$ cat src/rtl/bie_map.svh
// Register map, field positions and reset values of the buffer interrupt block.
// Assumes inclusion by bare name from rtl/.
`ifndef BIE_MAP_SVH
`define BIE_MAP_SVH

// ----------------------------------------
// Byte addresses (index times four)
// ----------------------------------------
`define BIE_IDX_CFG 12'h10a
`define BIE_IDX_EVT 12'h12c
`define BIE_IDX_MISS 12'h130
`define BIE_IDX_COL 12'h132
`define BIE_ADDR_CFG 14'h0428
`define BIE_ADDR_EVT 14'h04b0
`define BIE_ADDR_MISS 14'h04c0
`define BIE_ADDR_COL 14'h04c8

// ----------------------------------------
// Fixed identifier patterns, low six bits
// ----------------------------------------
`define BIE_ID_CFG 6'h0b
`define BIE_ID_EVT 6'h0c
`define BIE_ID_MISS 6'h10
`define BIE_ID_COL 6'h12

// ----------------------------------------
// Bit positions
// ----------------------------------------
`define BIE_B_SOFT 6
`define BIE_B_DMA 7
`define BIE_B_TXSP 8
`define BIE_B_STARVE 9
`define BIE_B_LOST 10
`define BIE_B_EARLY 11
`define BIE_B_COLW 12
`define BIE_B_LOSTW 13
`define BIE_B_DEST 15

// ----------------------------------------
// Values
// ----------------------------------------
`define BIE_CFG_RESET 10'h000
`define BIE_CNT_ZERO 10'h000
`define BIE_CNT_ONE 10'h001
`define BIE_CNT_WARN 10'h1ff
`define BIE_EVT_MASK 10'h3ff
`define BIE_EVT_NONE 10'h000
`define BIE_RESP_OKAY 2'h0
`define BIE_RESP_SLVERR 2'h2
`define BIE_DATA_ZERO 32'h0000_0000
`define BIE_HALF_ZERO 16'h0000

`endif

$ cat src/rtl/bie_pkg.sv
// Types shared by the buffer interrupt block.
// Assumes nothing beyond a SystemVerilog compiler.
package bie_pkg;
    typedef enum logic [1:0] {
        BIE_RD_IDLE,
        BIE_RD_RESP
    } bie_rd_state_t;
endpackage

$ cat src/rtl/bie_buffer_irq.sv
// Buffer interrupt enables, buffer event flags and the two wrap counters.
// Assumes event inputs are one-cycle pulses synchronous to clk.
//
// Functional notes
// - Low six config bits read fixed 001011.
// - Config bits 7-13 and 15 each enable one event interrupt.
// - Soft request bit fires once per one-write.
// - DMA done enable raises irq, sets flag.
// - Transmit space enable raises irq on ready.
// - Underrun sets flag bit 9, frame dropped.
// - Lost frame sets flag bit A, interrupts.
// - Early receive irq after 128 bytes.
// - Collision counter 1FF to 200 interrupts.
// - Collision counter counts collisions during transmit.
// - Miss counter 1FF to 200 interrupts.
// - Each miss sets flag and counts.
// - Destination match irq precedes early receive.
// - Event switches dest match to early at 128.
// - Reset default, optional EEPROM load value.
// - Enable bit positions fixed as mapped.
// - Event flags clear on read.
// - Ten-bit miss count wraps, clears on read.
//
// Added by the designer: the AXI4-Lite interface to the registers.
`timescale 1ns/10ps
`default_nettype none
`include "bie_map.svh"

module bie_buffer_irq
    import bie_pkg::*;
#(
    parameter int ADDR_W = 14
) (
    // Clock and reset
    input wire logic clk,
    input wire logic arst_n,
    // Initial value from EEPROM
    input wire logic eepromLoad,
    input wire logic [9:0] eepromCfg,
    // Buffer events
    input wire logic rxDmaDone,
    input wire logic txSpaceReady,
    input wire logic txStarve,
    input wire logic lostFrame,
    input wire logic destMatch,
    input wire logic rxByte128,
    input wire logic transmitting,
    input wire logic collisionSeen,
    // Interrupt request
    output logic irq,
    // AXI4-Lite write
    input wire logic [ADDR_W-1:0] s_axi_awaddr,
    input wire logic s_axi_awvalid,
    output logic s_axi_awready,
    input wire logic [31:0] s_axi_wdata,
    input wire logic [3:0] s_axi_wstrb,
    input wire logic s_axi_wvalid,
    output logic s_axi_wready,
    output logic [1:0] s_axi_bresp,
    output logic s_axi_bvalid,
    input wire logic s_axi_bready,
    // AXI4-Lite read
    input wire logic [ADDR_W-1:0] s_axi_araddr,
    input wire logic s_axi_arvalid,
    output logic s_axi_arready,
    output logic [31:0] s_axi_rdata,
    output logic [1:0] s_axi_rresp,
    output logic s_axi_rvalid,
    input wire logic s_axi_rready
);

    // ----------------------------------------
    // State
    // ----------------------------------------
    logic [9:0] enable, next_enable;
    logic [9:0] flags, next_flags;
    logic [9:0] missCount, next_missCount;
    logic [9:0] colCount, next_colCount;
    logic irqHold, next_irqHold;
    logic collPrev, next_collPrev;
    logic loaded, next_loaded;
    logic awHeld, next_awHeld;
    logic wHeld, next_wHeld;
    logic [ADDR_W-1:0] awAddr, next_awAddr;
    logic [31:0] wData, next_wData;
    logic [3:0] wStrb, next_wStrb;
    logic bValid, next_bValid;
    logic [1:0] bResp, next_bResp;
    bie_rd_state_t rdState, next_rdState;
    logic [31:0] rData, next_rData;
    logic [1:0] rResp, next_rResp;
    logic awRdy, next_awRdy;
    logic wRdy, next_wRdy;
    logic arRdy, next_arRdy;
    logic rValid, next_rValid;

    // Event vector, enable bit i maps onto config bit i+6
    logic [9:0] ev;
    logic doWrite, doRead, cfgWrite, softKick;
    logic [ADDR_W-1:0] rdAddr;
    logic [15:0] cfgView;

    always_comb begin
        ev = `BIE_EVT_NONE;
        ev[`BIE_B_DMA-6] = rxDmaDone;
        ev[`BIE_B_TXSP-6] = txSpaceReady;
        ev[`BIE_B_STARVE-6] = txStarve;
        ev[`BIE_B_LOST-6] = lostFrame;
        ev[`BIE_B_EARLY-6] = rxByte128;
        ev[`BIE_B_COLW-6] = (colCount == `BIE_CNT_WARN) && transmitting
            && collisionSeen && !collPrev;
        ev[`BIE_B_LOSTW-6] = (missCount == `BIE_CNT_WARN) && lostFrame;
        ev[`BIE_B_DEST-6] = destMatch;
    end

    // ----------------------------------------
    // Bus decode
    // ----------------------------------------
    assign doWrite = awHeld && wHeld && !bValid;
    assign cfgWrite = doWrite && (awAddr[ADDR_W-1:2] == `BIE_ADDR_CFG >> 2);
    // Act once: the bit is never stored, only pulses the event
    assign softKick = cfgWrite && wStrb[0] && wData[`BIE_B_SOFT];
    assign doRead = (rdState == BIE_RD_IDLE) && s_axi_arvalid && arRdy;
    assign rdAddr = s_axi_araddr;
    assign cfgView = {enable[9:1], 1'b0, `BIE_ID_CFG};

    always_comb begin
        next_awHeld = awHeld;
        next_wHeld = wHeld;
        next_awAddr = awAddr;
        next_wData = wData;
        next_wStrb = wStrb;
        next_bValid = bValid;
        next_bResp = bResp;
        next_awRdy = !awHeld && !(s_axi_awvalid && awRdy);
        next_wRdy = !wHeld && !(s_axi_wvalid && wRdy);
        if (s_axi_awvalid && awRdy) begin
            next_awHeld = 1'b1;
            next_awAddr = s_axi_awaddr;
        end
        if (s_axi_wvalid && wRdy) begin
            next_wHeld = 1'b1;
            next_wData = s_axi_wdata;
            next_wStrb = s_axi_wstrb;
        end
        if (doWrite) begin
            next_bValid = 1'b1;
            next_bResp = (awAddr[ADDR_W-1:2] == `BIE_ADDR_CFG >> 2) ? `BIE_RESP_OKAY
                : `BIE_RESP_SLVERR;
            next_awHeld = 1'b0;
            next_wHeld = 1'b0;
            next_awRdy = 1'b0;
            next_wRdy = 1'b0;
        end
        if (bValid && s_axi_bready) begin
            next_bValid = 1'b0;
            next_awRdy = 1'b1;
            next_wRdy = 1'b1;
        end else if (bValid) begin
            next_awRdy = 1'b0;
            next_wRdy = 1'b0;
        end
    end

    // ----------------------------------------
    // Read path with clear-on-read side effects
    // ----------------------------------------
    logic clrFlags, clrMiss, clrCol;

    always_comb begin
        next_rdState = rdState;
        next_rData = rData;
        next_rResp = rResp;
        next_arRdy = arRdy;
        clrFlags = 1'b0;
        clrMiss = 1'b0;
        clrCol = 1'b0;
        case (rdState)
            BIE_RD_IDLE: begin
                next_arRdy = 1'b1;
                if (doRead) begin
                    next_rdState = BIE_RD_RESP;
                    next_arRdy = 1'b0;
                    next_rResp = `BIE_RESP_OKAY;
                    case (rdAddr[ADDR_W-1:2])
                        `BIE_ADDR_CFG >> 2: next_rData = {`BIE_HALF_ZERO, cfgView};
                        `BIE_ADDR_EVT >> 2: begin
                            next_rData = {`BIE_HALF_ZERO, flags, `BIE_ID_EVT};
                            clrFlags = 1'b1;
                        end
                        `BIE_ADDR_MISS >> 2: begin
                            next_rData = {`BIE_HALF_ZERO, missCount, `BIE_ID_MISS};
                            clrMiss = 1'b1;
                        end
                        `BIE_ADDR_COL >> 2: begin
                            next_rData = {`BIE_HALF_ZERO, colCount, `BIE_ID_COL};
                            clrCol = 1'b1;
                        end
                        default: begin
                            next_rData = `BIE_DATA_ZERO;
                            next_rResp = `BIE_RESP_SLVERR;
                        end
                    endcase
                end
            end
            BIE_RD_RESP: begin
                next_arRdy = 1'b0;
                if (s_axi_rready) begin
                    next_rdState = BIE_RD_IDLE;
                    next_arRdy = 1'b1;
                end
            end
            default: begin
                next_rdState = BIE_RD_IDLE;
                next_arRdy = 1'b0;
            end
        endcase
        next_rValid = (next_rdState == BIE_RD_RESP);
    end

    // ----------------------------------------
    // Enables, flags, counters, interrupt
    // ----------------------------------------
    logic [9:0] evAll;
    logic collEdge;

    always_comb begin
        evAll = ev;
        evAll[`BIE_B_SOFT-6] = softKick;
        collEdge = transmitting && collisionSeen && !collPrev;
        next_collPrev = collisionSeen;
        next_loaded = 1'b1;
        next_enable = enable;
        // Strap taken once at the first edge after release
        if (!loaded && eepromLoad) begin
            next_enable = eepromCfg;
        end
        // Lane 1 carries bits 15:8, lane 0 the DMA enable
        if (cfgWrite && wStrb[1]) begin
            next_enable[9:2] = wData[15:8];
        end
        if (cfgWrite && wStrb[0]) begin
            next_enable[1] = wData[`BIE_B_DMA];
        end
        // Set beats the clear-on-read in the same cycle
        next_flags = (clrFlags ? `BIE_EVT_NONE : flags) | evAll;
        // Early receive replaces the destination-match indication
        if (rxByte128) begin
            next_flags[`BIE_B_DEST-6] = 1'b0;
        end
        next_missCount = clrMiss ? `BIE_CNT_ZERO : missCount;
        if (lostFrame) begin
            next_missCount = next_missCount + `BIE_CNT_ONE;
        end
        next_colCount = clrCol ? `BIE_CNT_ZERO : colCount;
        if (collEdge) begin
            next_colCount = next_colCount + `BIE_CNT_ONE;
        end
        next_irqHold = |(next_flags & {next_enable[9:1], 1'b1});
    end

    always_ff @(posedge clk or negedge arst_n) begin
        if (!arst_n) begin
            enable <= `BIE_CFG_RESET;
            flags <= `BIE_EVT_NONE;
            missCount <= `BIE_CNT_ZERO;
            colCount <= `BIE_CNT_ZERO;
            irqHold <= 1'b0;
            collPrev <= 1'b0;
            loaded <= 1'b0;
            awHeld <= 1'b0;
            wHeld <= 1'b0;
            awAddr <= '0;
            wData <= `BIE_DATA_ZERO;
            wStrb <= 4'h0;
            bValid <= 1'b0;
            bResp <= `BIE_RESP_OKAY;
            rdState <= BIE_RD_IDLE;
            rData <= `BIE_DATA_ZERO;
            rResp <= `BIE_RESP_OKAY;
            awRdy <= 1'b0;
            wRdy <= 1'b0;
            arRdy <= 1'b0;
            rValid <= 1'b0;
        end else begin
            enable <= next_enable;
            flags <= next_flags;
            missCount <= next_missCount;
            colCount <= next_colCount;
            irqHold <= next_irqHold;
            collPrev <= next_collPrev;
            loaded <= next_loaded;
            awHeld <= next_awHeld;
            wHeld <= next_wHeld;
            awAddr <= next_awAddr;
            wData <= next_wData;
            wStrb <= next_wStrb;
            bValid <= next_bValid;
            bResp <= next_bResp;
            rdState <= next_rdState;
            rData <= next_rData;
            rResp <= next_rResp;
            awRdy <= next_awRdy;
            wRdy <= next_wRdy;
            arRdy <= next_arRdy;
            rValid <= next_rValid;
        end
    end

    // ----------------------------------------
    // Outputs straight from flip-flops
    // ----------------------------------------
    assign irq = irqHold;
    assign s_axi_awready = awRdy;
    assign s_axi_wready = wRdy;
    assign s_axi_bvalid = bValid;
    assign s_axi_bresp = bResp;
    assign s_axi_arready = arRdy;
    assign s_axi_rvalid = rValid;
    assign s_axi_rdata = rData;
    assign s_axi_rresp = rResp;

endmodule

`default_nettype wire

$ cat config.mk
export PLATFORM = sky130hd
export DESIGN_NAME = bie_buffer_irq
export DESIGN_NICKNAME = d
export VERILOG_FILES = /design/src/rtl/bie_pkg.sv /design/src/rtl/bie_buffer_irq.sv
export VERILOG_INCLUDE_DIRS = /design/src /design/src/rtl
export SDC_FILE = /design/constraint.sdc
export NUM_CORES = 1
export LEC_CHECK = 0
export BUFFER_PORTS_ARGS = -buffer_cell sky130_fd_sc_hd__buf_2
export CAP_MARGIN = 20
export CORE_AREA = 10 10 108 110
export DETAILED_ROUTE_END_ITERATION = 7
export DIE_AREA = 0 0 118 120
export MAX_ROUTING_LAYER = met4
export PLACE_DENSITY = 0.75
export SYNTH_ARGS = -nofsm -noshare
export SYNTH_HDL_FRONTEND = slang
export SYNTH_SLANG_ARGS = --single-unit
$ cat constraint.sdc
create_clock -name clk -period 1.9 [get_ports clk]
set_input_delay 0.285 -clock clk [delete_from_list [all_inputs] [get_ports clk]]
set_output_delay 0.285 -clock clk [all_outputs]
set_load 0.02 [all_outputs]
==> flow_summary_export.csv, run 1 <==
group,metric,value,unit
timing,clock_skew,13.63,ps
critical_path,endpoint_kind,"flip-flop",
cells_and_area,drive_gt1_frac,0.4094,
placed_design,portBuffers,83,
synthesis,synth-edff-count,0,
synthesis,async_reset_ff_frac,1.000,
timing,period_share,0.9886,
global_route,gr-total-overflow,0,
cells_and_area,n_fill_cell,827,
global_route,antenna_found_initial,1,
synthesis,ys_seq_area_frac,0.5360,
timing,max_clock_freq,532.4,MHz
timing,slew_viol_final,0,
cells_and_area,layoutNonFillerInstCount,643,
detailed_routing,ant_nets,0,
cells_and_area,syn2layout_area_growth,28.02,%
synthesis,ys_types,48,
run_status,outcome,"finished clean",
global_route,use_met2,0.2718,
die,chipWidth,118,um
clocking,cts_sinks,92,
timing,maxSlewHeadroom,0.6024,
clocking,clk_latency,360,ps
detailed_routing,drc,0,
clocking,cts_tree,"yes",
global_route,grt_usage,0.1582,
cells_and_area,final_common_cell,"dfrtp_1",
synthesis,synthCells,377,
critical_path,setup.worst_path.class,"reg2reg",
timing,finalHoldViolations,0,
placed_design,numPlacedInstances,619,
critical_path,worstPathRequired,2120,ps
global_route,use_met3,0.05438,
placed_design,gp_congestion,0.8479,
synthesis,synth_flop_cell,"dfrtp_1",
clocking,clkTransAtPathRegs,100,ps
detailed_routing,firstDrtPassIters,5,
run,max-cap-violations,0,
timing,layout_min_cycle_time,1878,ps
critical_path,cp-start-kind,"flip-flop",
synthesis,yosys_warnings,0,
critical_path,crit_path_max_fanout,2,
die,io-pin-count,132,
synthesis,ys_ff_latch,92,
power,vdd_drop_max,0.7805,mV
die,core,0.009549,sq mm
power,powerDensity,1071,mW/mm^2
clocking,cts_buffer_depth,2,
cells_and_area,final_cell_mix,"dfrtp_1, buf_2, buf_4",
timing,worst_pin_slew,596.4,ps
timing,timing.setup.tns,0,ps
placed_design,dpl.hpwl,8469,um
die,initial_core_util,0.4498,
global_route,use_met1,0.1742,
detailed_routing,wl_per_cell,16.95,um
detailed_routing,dr_total_vias,3247,
critical_path,arrival,2100,ps
synthesis,synth_area_leaders,"dfrtp_1, mux2_2, buf_4",
global_route,grt_max_degree,47,
timing,rsz0062_at_grt,"yes",
global_route,grt_pass1_vias,3547,
detailed_routing,drt-initial-drc-count,194,
clocking,cts.htree.levels,3,
power,p_leak,2.649,nW
synthesis,syn_avg_cell_area,11.39,sq um
clocking,cts-buffers-inserted,9,
synthesis,synth_area,0.004295,sq mm
cells_and_area,fin_util,0.5759,
cells_and_area,finalNetCount,595,
global_route,grt_busiest_layer,"met2",
hold_path,hp-class,"in2reg",
clocking,cts_root_buf,"clkbuf_8",
critical_path,r2r_slack,20,ps
detailed_routing,post_drt_via_cell_ratio,5.050,
timing,setup_viol,0,
die,die_h,120,um
synthesis,yosys.area.top_type,"dfrtp_1",
synthesis,yosysTopAreaCellShare,0.5360,
die,rows,36,
die,die_area,0.01416,sq mm
detailed_routing,drt_wl_total,10900,um
global_route,grt_pass1_wl,17750,um
## worst max-delay path, stage by stage, from the launching register on
cell	delay, ps
dfrtp_1	430
nor4b_4	400
buf_4	190
nand3_2	70
o31a_1	290
a221oi_2	230
nand4_1	140
## flip-flops by register name (all words and copies together) (netlist names), 2 cells and up
signal / cells
rdState: 2
flags: 10
wStrb: 2
awAddr: 12
colCount: 10
missCount: 10
s_axi_rdata: 15
enable: 9
wData: 10
## timing repair
item / in CTS / in global routing
gates resized for setup: 4 / 18
buffers inserted: 0 / 5
endpoints found under the setup margin: 4 / 11
hold buffers: 1 / 0
pin swaps: 2 / 6
endpoints found under the hold margin: 41 / 0
## cells in the mapped netlist (2+ instances only)
library cell   n
dfrtp_1       92
nand2_1       38
mux2_2        32
nor2_1        30
buf_4         20
o21ai_0       19
a21oi_1       15
mux2i_1       15
nor2b_1       11
xor2_1         9
inv_1          8
xnor2_1        8
a21o_1         7
nand4_1        6
and3_1         5
buf_2          5
nand3_1        5
a222oi_1       4
and2_1         3
and4bb_2       3
buf_1          3
nand2b_1       3
and4_1         2
clkbuf_1       2
conb_1         2
ha_1           2
nand4_2        2
nor4b_1        2
nor4b_2        2
o21a_1         2
o2bb2ai_1      2
o31a_1         2
## kinds of logic (layout without fill, tap and decap cells)
group           Yosys count  after routing  synth area share
simple gates            121            121            0.1631
flops                    92             92            0.5360
compound gates           58             58           0.08768
mux                      47             47            0.1188
buf+inv                  38            150           0.05214
xor+xnor                 17             17           0.03467
fa+ha+maj                 2              2          0.005825
other cells               2             23          0.001748
## stage by stage
step / instance area, sq um / hold slack [ps] / worst slack, ps / power (mW)
CTS: 5369 / 42.63 / 3.756 / 5.865
finish: 5499 / 57.14 / 21.66 / 5.891
floorplan: 4417 / -10.59 / -154.8 / 3.710
global route: 5497 / 40.76 / -74.24 / 6.211
global placement: 5094 / 321.1 / -212.5 / 4.110
detailed placement: 5094 / 335.7 / -275.5 / 4.233
## worst paths after layout
check / cells past startpoint / end / start
max in group asynchronous: 3 / flags[6] / arst_n
min in group asynchronous: 2 / s_axi_wready / arst_n
worst min-delay path: 1 / collPrev / collisionSeen
worst max-delay path: 6 / irq / awAddr[11]
worst max register to register: 6 / irq / awAddr[11]
worst min register to register: 2 / s_axi_rdata[0] / s_axi_rdata[0]
## metal layers
metal,part of all wire,up-vias
met2,0.50,137
met1,0.41,1568
met5,0,-
li1,-,1535
met3,0.081,7
met4,0.0064,0
## final cells by class
type | instances | area [sq um] | share of cell area
flip-flops and latches | 92 | 2302 | 0.4187
inverters | 8 | 30.03 | 0.005461
clock inverters | 7 | 121.4 | 0.02207
well taps | 133 | 166.4 | 0.03026
repair buffers | 126 | 760.7 | 0.1383
diodes | 2 | 5.005 | 0.0009101
clock buffers | 9 | 123.9 | 0.02253
multi-input cells | 266 | 1989 | 0.3618
## report_power, final
| part | total [mW] | internal [mW] | switching, mW | leakage (nW) |
|---|---|---|---|---|
| Sequential | 2.81 | 2.44 | 0.371 | 1.12 |
| Combinational | 1.48 | 0.805 | 0.678 | 1.40 |
| Clock | 1.60 | 0.886 | 0.715 | 0.125 |
| Total | 5.89 | 4.13 | 1.76 | 2.65 |
Note: power is estimated with default switching activity, not from simulation.
==> run 2, diff against run 1 <==
--- a/config.mk
+++ b/config.mk
@@ -8,11 +8,12 @@
 export LEC_CHECK = 0
 export BUFFER_PORTS_ARGS = -buffer_cell sky130_fd_sc_hd__buf_2
 export CAP_MARGIN = 20
-export CORE_AREA = 10 10 108 110
+export CORE_AREA = 10 10 100 119
 export DETAILED_ROUTE_END_ITERATION = 7
-export DIE_AREA = 0 0 118 120
+export DIE_AREA = 0 0 110 129
 export MAX_ROUTING_LAYER = met4
-export PLACE_DENSITY = 0.75
+export PLACE_DENSITY = 0.74
+export SKIP_LAST_GASP = 1
 export SYNTH_ARGS = -nofsm -noshare
 export SYNTH_HDL_FRONTEND = slang
 export SYNTH_SLANG_ARGS = --single-unit
==> run 2 against run 1 <==
  * The flow now finishes with violations (setup timing)
  * Sequential power about the same
  * Critical endpoint is now colCount[6]
  * Worst setup slack lost 58 ps
  * Combinational power grew 6%
  * First-iteration DRC count down 43%
  * Core utilization grew 1.8 points
  * Clock skew down 6.6 ps
  * Largest power group unchanged
  * Design area grew 2.8%
  * Clock power rose by 9%
  * Count of clock-buffer cells in the layout is 1 higher
  * Sequential share of layout area decreased by 1.1 points
  * Total power is 3.8% higher
  * Highest routed layer unchanged
==> flow_summary_export.csv, run 2 (synthesis results as in run 1) <==
group,metric,value,unit
run_status,outcome,"finished with violations",
run_status,failed_checks,"setup timing",
power,p_comb_frac,0.256,
detailed_routing,ant_nets,0,
detailed_routing,drt-initial-drc-count,110,
power,p_clk_frac,0.285,
die,rows,39,
critical_path,worstReg2RegStart,"rdState[1]",
timing,layout_min_cycle_time,1937,ps
hold_path,hp-class,"in2reg",
clocking,cts-buffers-inserted,9,
clocking,cts.htree.levels,3,
global_route,antenna_found_initial,0,
placed_design,portBuffers,83,
critical_path,cpPeakStageDelay,380,ps
cells_and_area,n_fill_cell,792,
clocking,cts_sinks,92,
global_route,grt_usage,0.1507,
hold_path,min_to,"collPrev",
placed_design,dpl.hpwl,8096,um
power,powerDensity,1082,mW/mm^2
timing,slew_viol_final,0,
die,die_h,129,um
power,p_int,4.259,mW
power,power,6.117,mW
cells_and_area,drive_gt1_frac,0.4215,
clocking,clkTransAtPathRegs,70,ps
run,max-cap-violations,0,
clocking,cts_root_buf,"clkbuf_16",
cells_and_area,largest_register_ffs,15,
hold_path,min_from,"collisionSeen",
timing,clock_skew,7.071,ps
timing,layout_setup_ws,-36.53,ps
global_route,grt_pass1_wl,16460,um
timing,setup_viol,6,
hold_path,hold_depth,1,
timing,period_share,1.019,
detailed_routing,wl_per_cell,16.37,um
critical_path,worstPathRequired,2130,ps
cells_and_area,final_cell_mix,"dfrtp_1, buf_2, buf_4",
detailed_routing,drt_wl_total,10580,um
timing,finalHoldViolations,0,
cells_and_area,finalNetCount,609,
power,p_leak,2.739,nW
critical_path,r2r_slack,-40,ps
timing,rsz0062_at_grt,"yes",
die,die_area,0.01419,sq mm
critical_path,endpoint_kind,"flip-flop",
critical_path,crit_path_max_fanout,5,
power,p_switching,1.858,mW
cells_and_area,stdcell_area,0.005653,sq mm
detailed_routing,firstDrtPassIters,5,
critical_path,path_cells,"nand4bb_1, buf_6, buf_4, nor2_4, and2_4, nor2b_4, ha_4, and3_4, nand2_2, xor2_1, nor2_1",
critical_path,cp-start-kind,"flip-flop",
cells_and_area,final_common_cell,"dfrtp_1",
power,vdd_drop_max,0.7272,mV
die,chipWidth,110,um
die,core,0.009515,sq mm
power,seqPwrFrac,0.459,
detailed_routing,post_drt_via_cell_ratio,5.122,
timing,worst_pin_slew,545.7,ps
timing,maxSlewHeadroom,0.6353,
detailed_routing,drc,0,
placed_design,gp_congestion,0.8717,
critical_path,arrival,2170,ps
die,initial_core_util,0.4514,
placed_design,dpl_cell_area,0.005139,sq mm
critical_path,setup.worst_path.class,"reg2reg",
detailed_routing,dr_total_vias,3309,
global_route,gr-total-overflow,0,
clocking,cts_buffer_depth,2,
critical_path,rr_worst_depth,11,
global_route,grt_pass1_vias,3444,
timing,max_clock_freq,516.4,MHz
clocking,clk_latency,350,ps
die,io-pin-count,132,
power,swShare,0.3037,
critical_path,critPathSlowestCell,"dfrtp_1",
global_route,grt_max_degree,36,
critical_path,r2r-end,"colCount[6]",
clocking,cts_tree,"yes",
cells_and_area,syn2layout_area_growth,31.60,%
## run 2: metal layers
metal / part of all wire / vias to the layer above / GRT usage / wire length (um)
met4: 0.011 / 0 / 0.04908 / 116
met2: 0.52 / 101 / 0.2462 / 5449
met3: 0.083 / 9 / 0.04995 / 878
li1: - / 1572 / - / -
met5: 0 / - / - / 0
met1: 0.39 / 1627 / 0.1693 / 4132
## run 2: how the worst max path moves through the flow
stage / start / endpoint / slack (ps) / cells past startpoint
after global routing: rdState[1] / missCount[6] / -210 / 10
after floorplan: s_axi_araddr[11] / missCount[8] / -150 / 10
after CTS: awAddr[12] / irq / -70 / 8
final: rdState[1] / colCount[6] / -40 / 11
after global placement: s_axi_araddr[2] / colCount[8] / -230 / 11
after detailed placement: s_axi_araddr[2] / missCount[8] / -300 / 11
## run 2: final cells by class
type | count | area [sq um] | share of cell area
repair buffers | 140 | 885.9 | 0.1567
flip-flops and latches | 92 | 2302 | 0.4073
multi-input cells | 266 | 1986 | 0.3513
clock buffers | 10 | 239.0 | 0.04228
clock inverters | 6 | 53.80 | 0.009517
diodes | 1 | 2.502 | 0.0004427
well taps | 123 | 153.9 | 0.02722
inverters | 8 | 30.03 | 0.005312
## run 2: repair_timing
item                                    in CTS  in global routing
gates cloned                                 1                  0
endpoints found under the setup margin       5                  7
buffers inserted                             0                 12
pin swaps                                    4                 14
resized for setup                            9                 15
endpoints found under the hold margin       18                  0
hold buffers                                 1                  0
## run 2: through the flow
| step | setup TNS (ps) | util | std cells | hold slack (ps) | setup WS (ps) |
|---|---|---|---|---|---|
| after detailed placement | -2357 | 0.5400 | 615 | 193.9 | -303.9 |
| after global routing | -865.0 | 0.5938 | 645 | 66.21 | -214.9 |
| final | -154.0 | 0.5941 | 646 | 74.13 | -36.53 |
| after floorplan | -542.3 | - | 396 | -10.59 | -154.8 |
| after global placement | -1756 | 0.5400 | 615 | 190.2 | -233.0 |
| after CTS | -85.48 | 0.5769 | 633 | 61.59 | -71.26 |
## run 2: power groups by stage
| stage | logic [mW] | registers, mW | clock network [mW] |
|---|---|---|---|
| after global routing | 1.71 | 2.87 | 1.87 |
| after detailed placement | 1.45 | 2.80 | 0 |
| after global placement | 1.39 | 2.76 | 0 |
| final | 1.57 | 2.81 | 1.74 |
| after floorplan | 0.960 | 2.75 | 0 |
| after CTS | 1.47 | 2.77 | 1.79 |
## run 2: worst max-delay path: cells and delay by family (launching register included)
family / cells / cell delay (ps)
xor+xnor: 1 / 150
flops: 1 / 380
buf+inv: 2 / 300
simple gates: 7 / 850
fa+ha+maj: 1 / 160
==> run 3, diff against run 2 <==
--- a/config.mk
+++ b/config.mk
@@ -6,12 +6,12 @@
 export SDC_FILE = /design/constraint.sdc
 export NUM_CORES = 1
 export LEC_CHECK = 0
-export BUFFER_PORTS_ARGS = -buffer_cell sky130_fd_sc_hd__buf_2
+export BUFFER_PORTS_ARGS = -buffer_cell sky130_fd_sc_hd__clkbuf_2
 export CAP_MARGIN = 20
 export CORE_AREA = 10 10 100 119
 export DETAILED_ROUTE_END_ITERATION = 7
 export DIE_AREA = 0 0 110 129
-export MAX_ROUTING_LAYER = met4
+export GPL_ROUTABILITY_DRIVEN = 0
 export PLACE_DENSITY = 0.74
 export SKIP_LAST_GASP = 1
 export SYNTH_ARGS = -nofsm -noshare
==> run 3 against run 2 <==
  * Sequential power barely moved
  * Total power rose by 6.2%
  * Global-route usage fell by 0.48 points
  * Worst setup slack improved by 98 ps
  * Critical path depth fell by 4
  * Hold slack improved by 4.6 ps
  * Via count fell by 0.51%
  * Highest routed layer unchanged
  * Combinational power barely moved
  * Register-to-register slack improved by 98 ps
  * Critical path type unchanged
  * Sequential cell count did not move
  * The run now ends clean
==> flow_summary_export.csv, run 3 (synthesis results as in run 1) <==
group,metric,value,unit
die,die_area,0.01419,sq mm
cells_and_area,multiInputGateArea,0.001982,sq mm
clocking,cts.htree.levels,3,
placed_design,portBuffers,83,
detailed_routing,wl_per_cell,16.26,um
timing,layout_min_cycle_time,1838,ps
cells_and_area,drive_gt1_frac,0.4208,
cells_and_area,syn2layout_area_growth,32.60,%
power,p_leak,2.754,nW
timing,setup_viol,0,
timing,layout_setup_ws,61.53,ps
critical_path,crit_path_max_fanout,2,
clocking,clkTransAtPathRegs,60,ps
clocking,cts-buffers-inserted,9,
detailed_routing,drc,0,
power,p_clk_frac,0.332,
cells_and_area,final_cell_mix,"dfrtp_1, clkbuf_2, buf_4",
clocking,cts_sinks,92,
power,powerDensity,1141,mW/mm^2
timing,period_share,0.9676,
timing,clock_skew,6.675,ps
cells_and_area,fin_util,0.5986,
power,seqPwrFrac,0.431,
critical_path,endpoint_kind,"flip-flop",
placed_design,dpl_cell_area,0.005124,sq mm
run_status,outcome,"finished clean",
detailed_routing,firstDrtPassIters,4,
global_route,antenna_found_initial,0,
power,swShare,0.2749,
global_route,grt_pass1_vias,3490,
power,vdd_drop_max,0.7788,mV
placed_design,dpl.hpwl,8039,um
hold_path,min_from,"collisionSeen",
power,p_switching,1.786,mW
cells_and_area,final_common_cell,"dfrtp_1",
detailed_routing,drt_wl_total,10420,um
clocking,cts_buffer_depth,2,
timing,maxSlewHeadroom,0.6466,
critical_path,worstPathRequired,2100,ps
global_route,grt_max_degree,44,
critical_path,r2r-end,"irq",
die,die_h,129,um
die,core,0.009515,sq mm
timing,max_clock_freq,543.9,MHz
global_route,grt_usage,0.1459,
cells_and_area,layoutNonFillerInstCount,641,
cells_and_area,finalNetCount,605,
placed_design,post-place-ws,-294.7,ps
detailed_routing,post_drt_via_cell_ratio,5.136,
cells_and_area,diodes,0,
critical_path,rr_worst_depth,7,
cells_and_area,stdcell_area,0.005695,sq mm
detailed_routing,drt-initial-drc-count,103,
clocking,clk_latency,340,ps
die,rows,39,
detailed_routing,dr_total_vias,3292,
power,power,6.497,mW
timing,finalHoldViolations,0,
power,p_comb_frac,0.237,
placed_design,numPlacedInstances,613,
timing,holdWs,78.68,ps
hold_path,min_to,"collPrev",
die,chipWidth,110,um
timing,slew_viol_final,0,
power,p_int,4.711,mW
hold_path,hold_depth,1,
die,initial_core_util,0.4514,
global_route,gr-total-overflow,0,
timing,timing.setup.tns,0,ps
detailed_routing,ant_nets,0,
critical_path,setup.worst_path.class,"reg2reg",
hold_path,hp-class,"in2reg",
timing,rsz0062_at_grt,"yes",
cells_and_area,n_fill_cell,801,
clocking,cts_root_buf,"clkbuf_16",
cells_and_area,seq_area,0.002302,sq mm
timing,worst_pin_slew,528.8,ps
critical_path,r2r_slack,60,ps
critical_path,worstReg2RegStart,"awAddr[11]",
cells_and_area,largest_register_ffs,15,
clocking,cts_tree,"yes",
global_route,grt_pass1_wl,16500,um
run,max-cap-violations,0,
critical_path,cp-start-kind,"flip-flop",
die,io-pin-count,132,
critical_path,arrival,2030,ps
-- run 3: changes by cell type in the layout (fill, tap and decap cells not counted), sizes merged --
cell    change
diode       -1
buf        -86
bufinv      +4
inv         -4
clkbuf     +82
-- run 3: worst max-delay path by stage --
stage              endpoint  slack (ps)  depth (start not counted)              from
6_report                irq          60                          7        awAddr[11]
5_1_grt        missCount[6]         -50                         10        rdState[0]
4_1_cts                 irq           2                          7        awAddr[12]
3_5_place_dp   missCount[8]        -290                         11   s_axi_araddr[2]
3_3_place_gp            irq        -250                          8  s_axi_araddr[11]
2_1_floorplan  missCount[8]        -150                         10  s_axi_araddr[11]
-- run 3: area by class of cell --
cell class | count | area share
Sequential cell | 92 | 0.4042
Multi-Input combinational cell | 266 | 0.3480
Timing Repair Buffer | 136 | 0.1514
Clock buffer | 10 | 0.04020
Tap cell | 123 | 0.02702
Clock inverter | 6 | 0.02395
Inverter | 8 | 0.005272
-- run 3: layer usage --
| layer | wire [um] | global-route usage |
|---|---|---|
| met1 | 4083 | 0.1628 |
| met2 | 5265 | 0.2560 |
| met3 | 875 | 0.03696 |
| met4 | 195 | 0.06058 |
| met5 | 0 | 0 |
-- run 3: critical path: stages, from the launching register on --
cell and delay (ps):
dfrtp_1 380, nor4b_2 290, buf_4 160, buf_6 90, nand3_2 70, o31a_1 340
a221oi_2 230, nand4_1 140
-- run 3: repair_timing --
item / CTS / global route
endpoints found under the hold margin: 28 / 0
resized for setup: 15 / 11
pin swaps: 6 / 11
endpoints found under the setup margin: 5 / 7
setup buffers: 2 / 9
hold buffers: 1 / 0
-- run 3: power groups by stage --
stage                     Clock (mW)  Sequential (mW)  Combinational, mW
after floorplan                    0             2.75              0.960
after global placement             0             2.77               1.38
after detailed placement           0             2.81               1.45
after CTS                       2.19             2.78               1.48
after global routing            2.27             2.86               1.70
final                           2.16             2.80               1.54
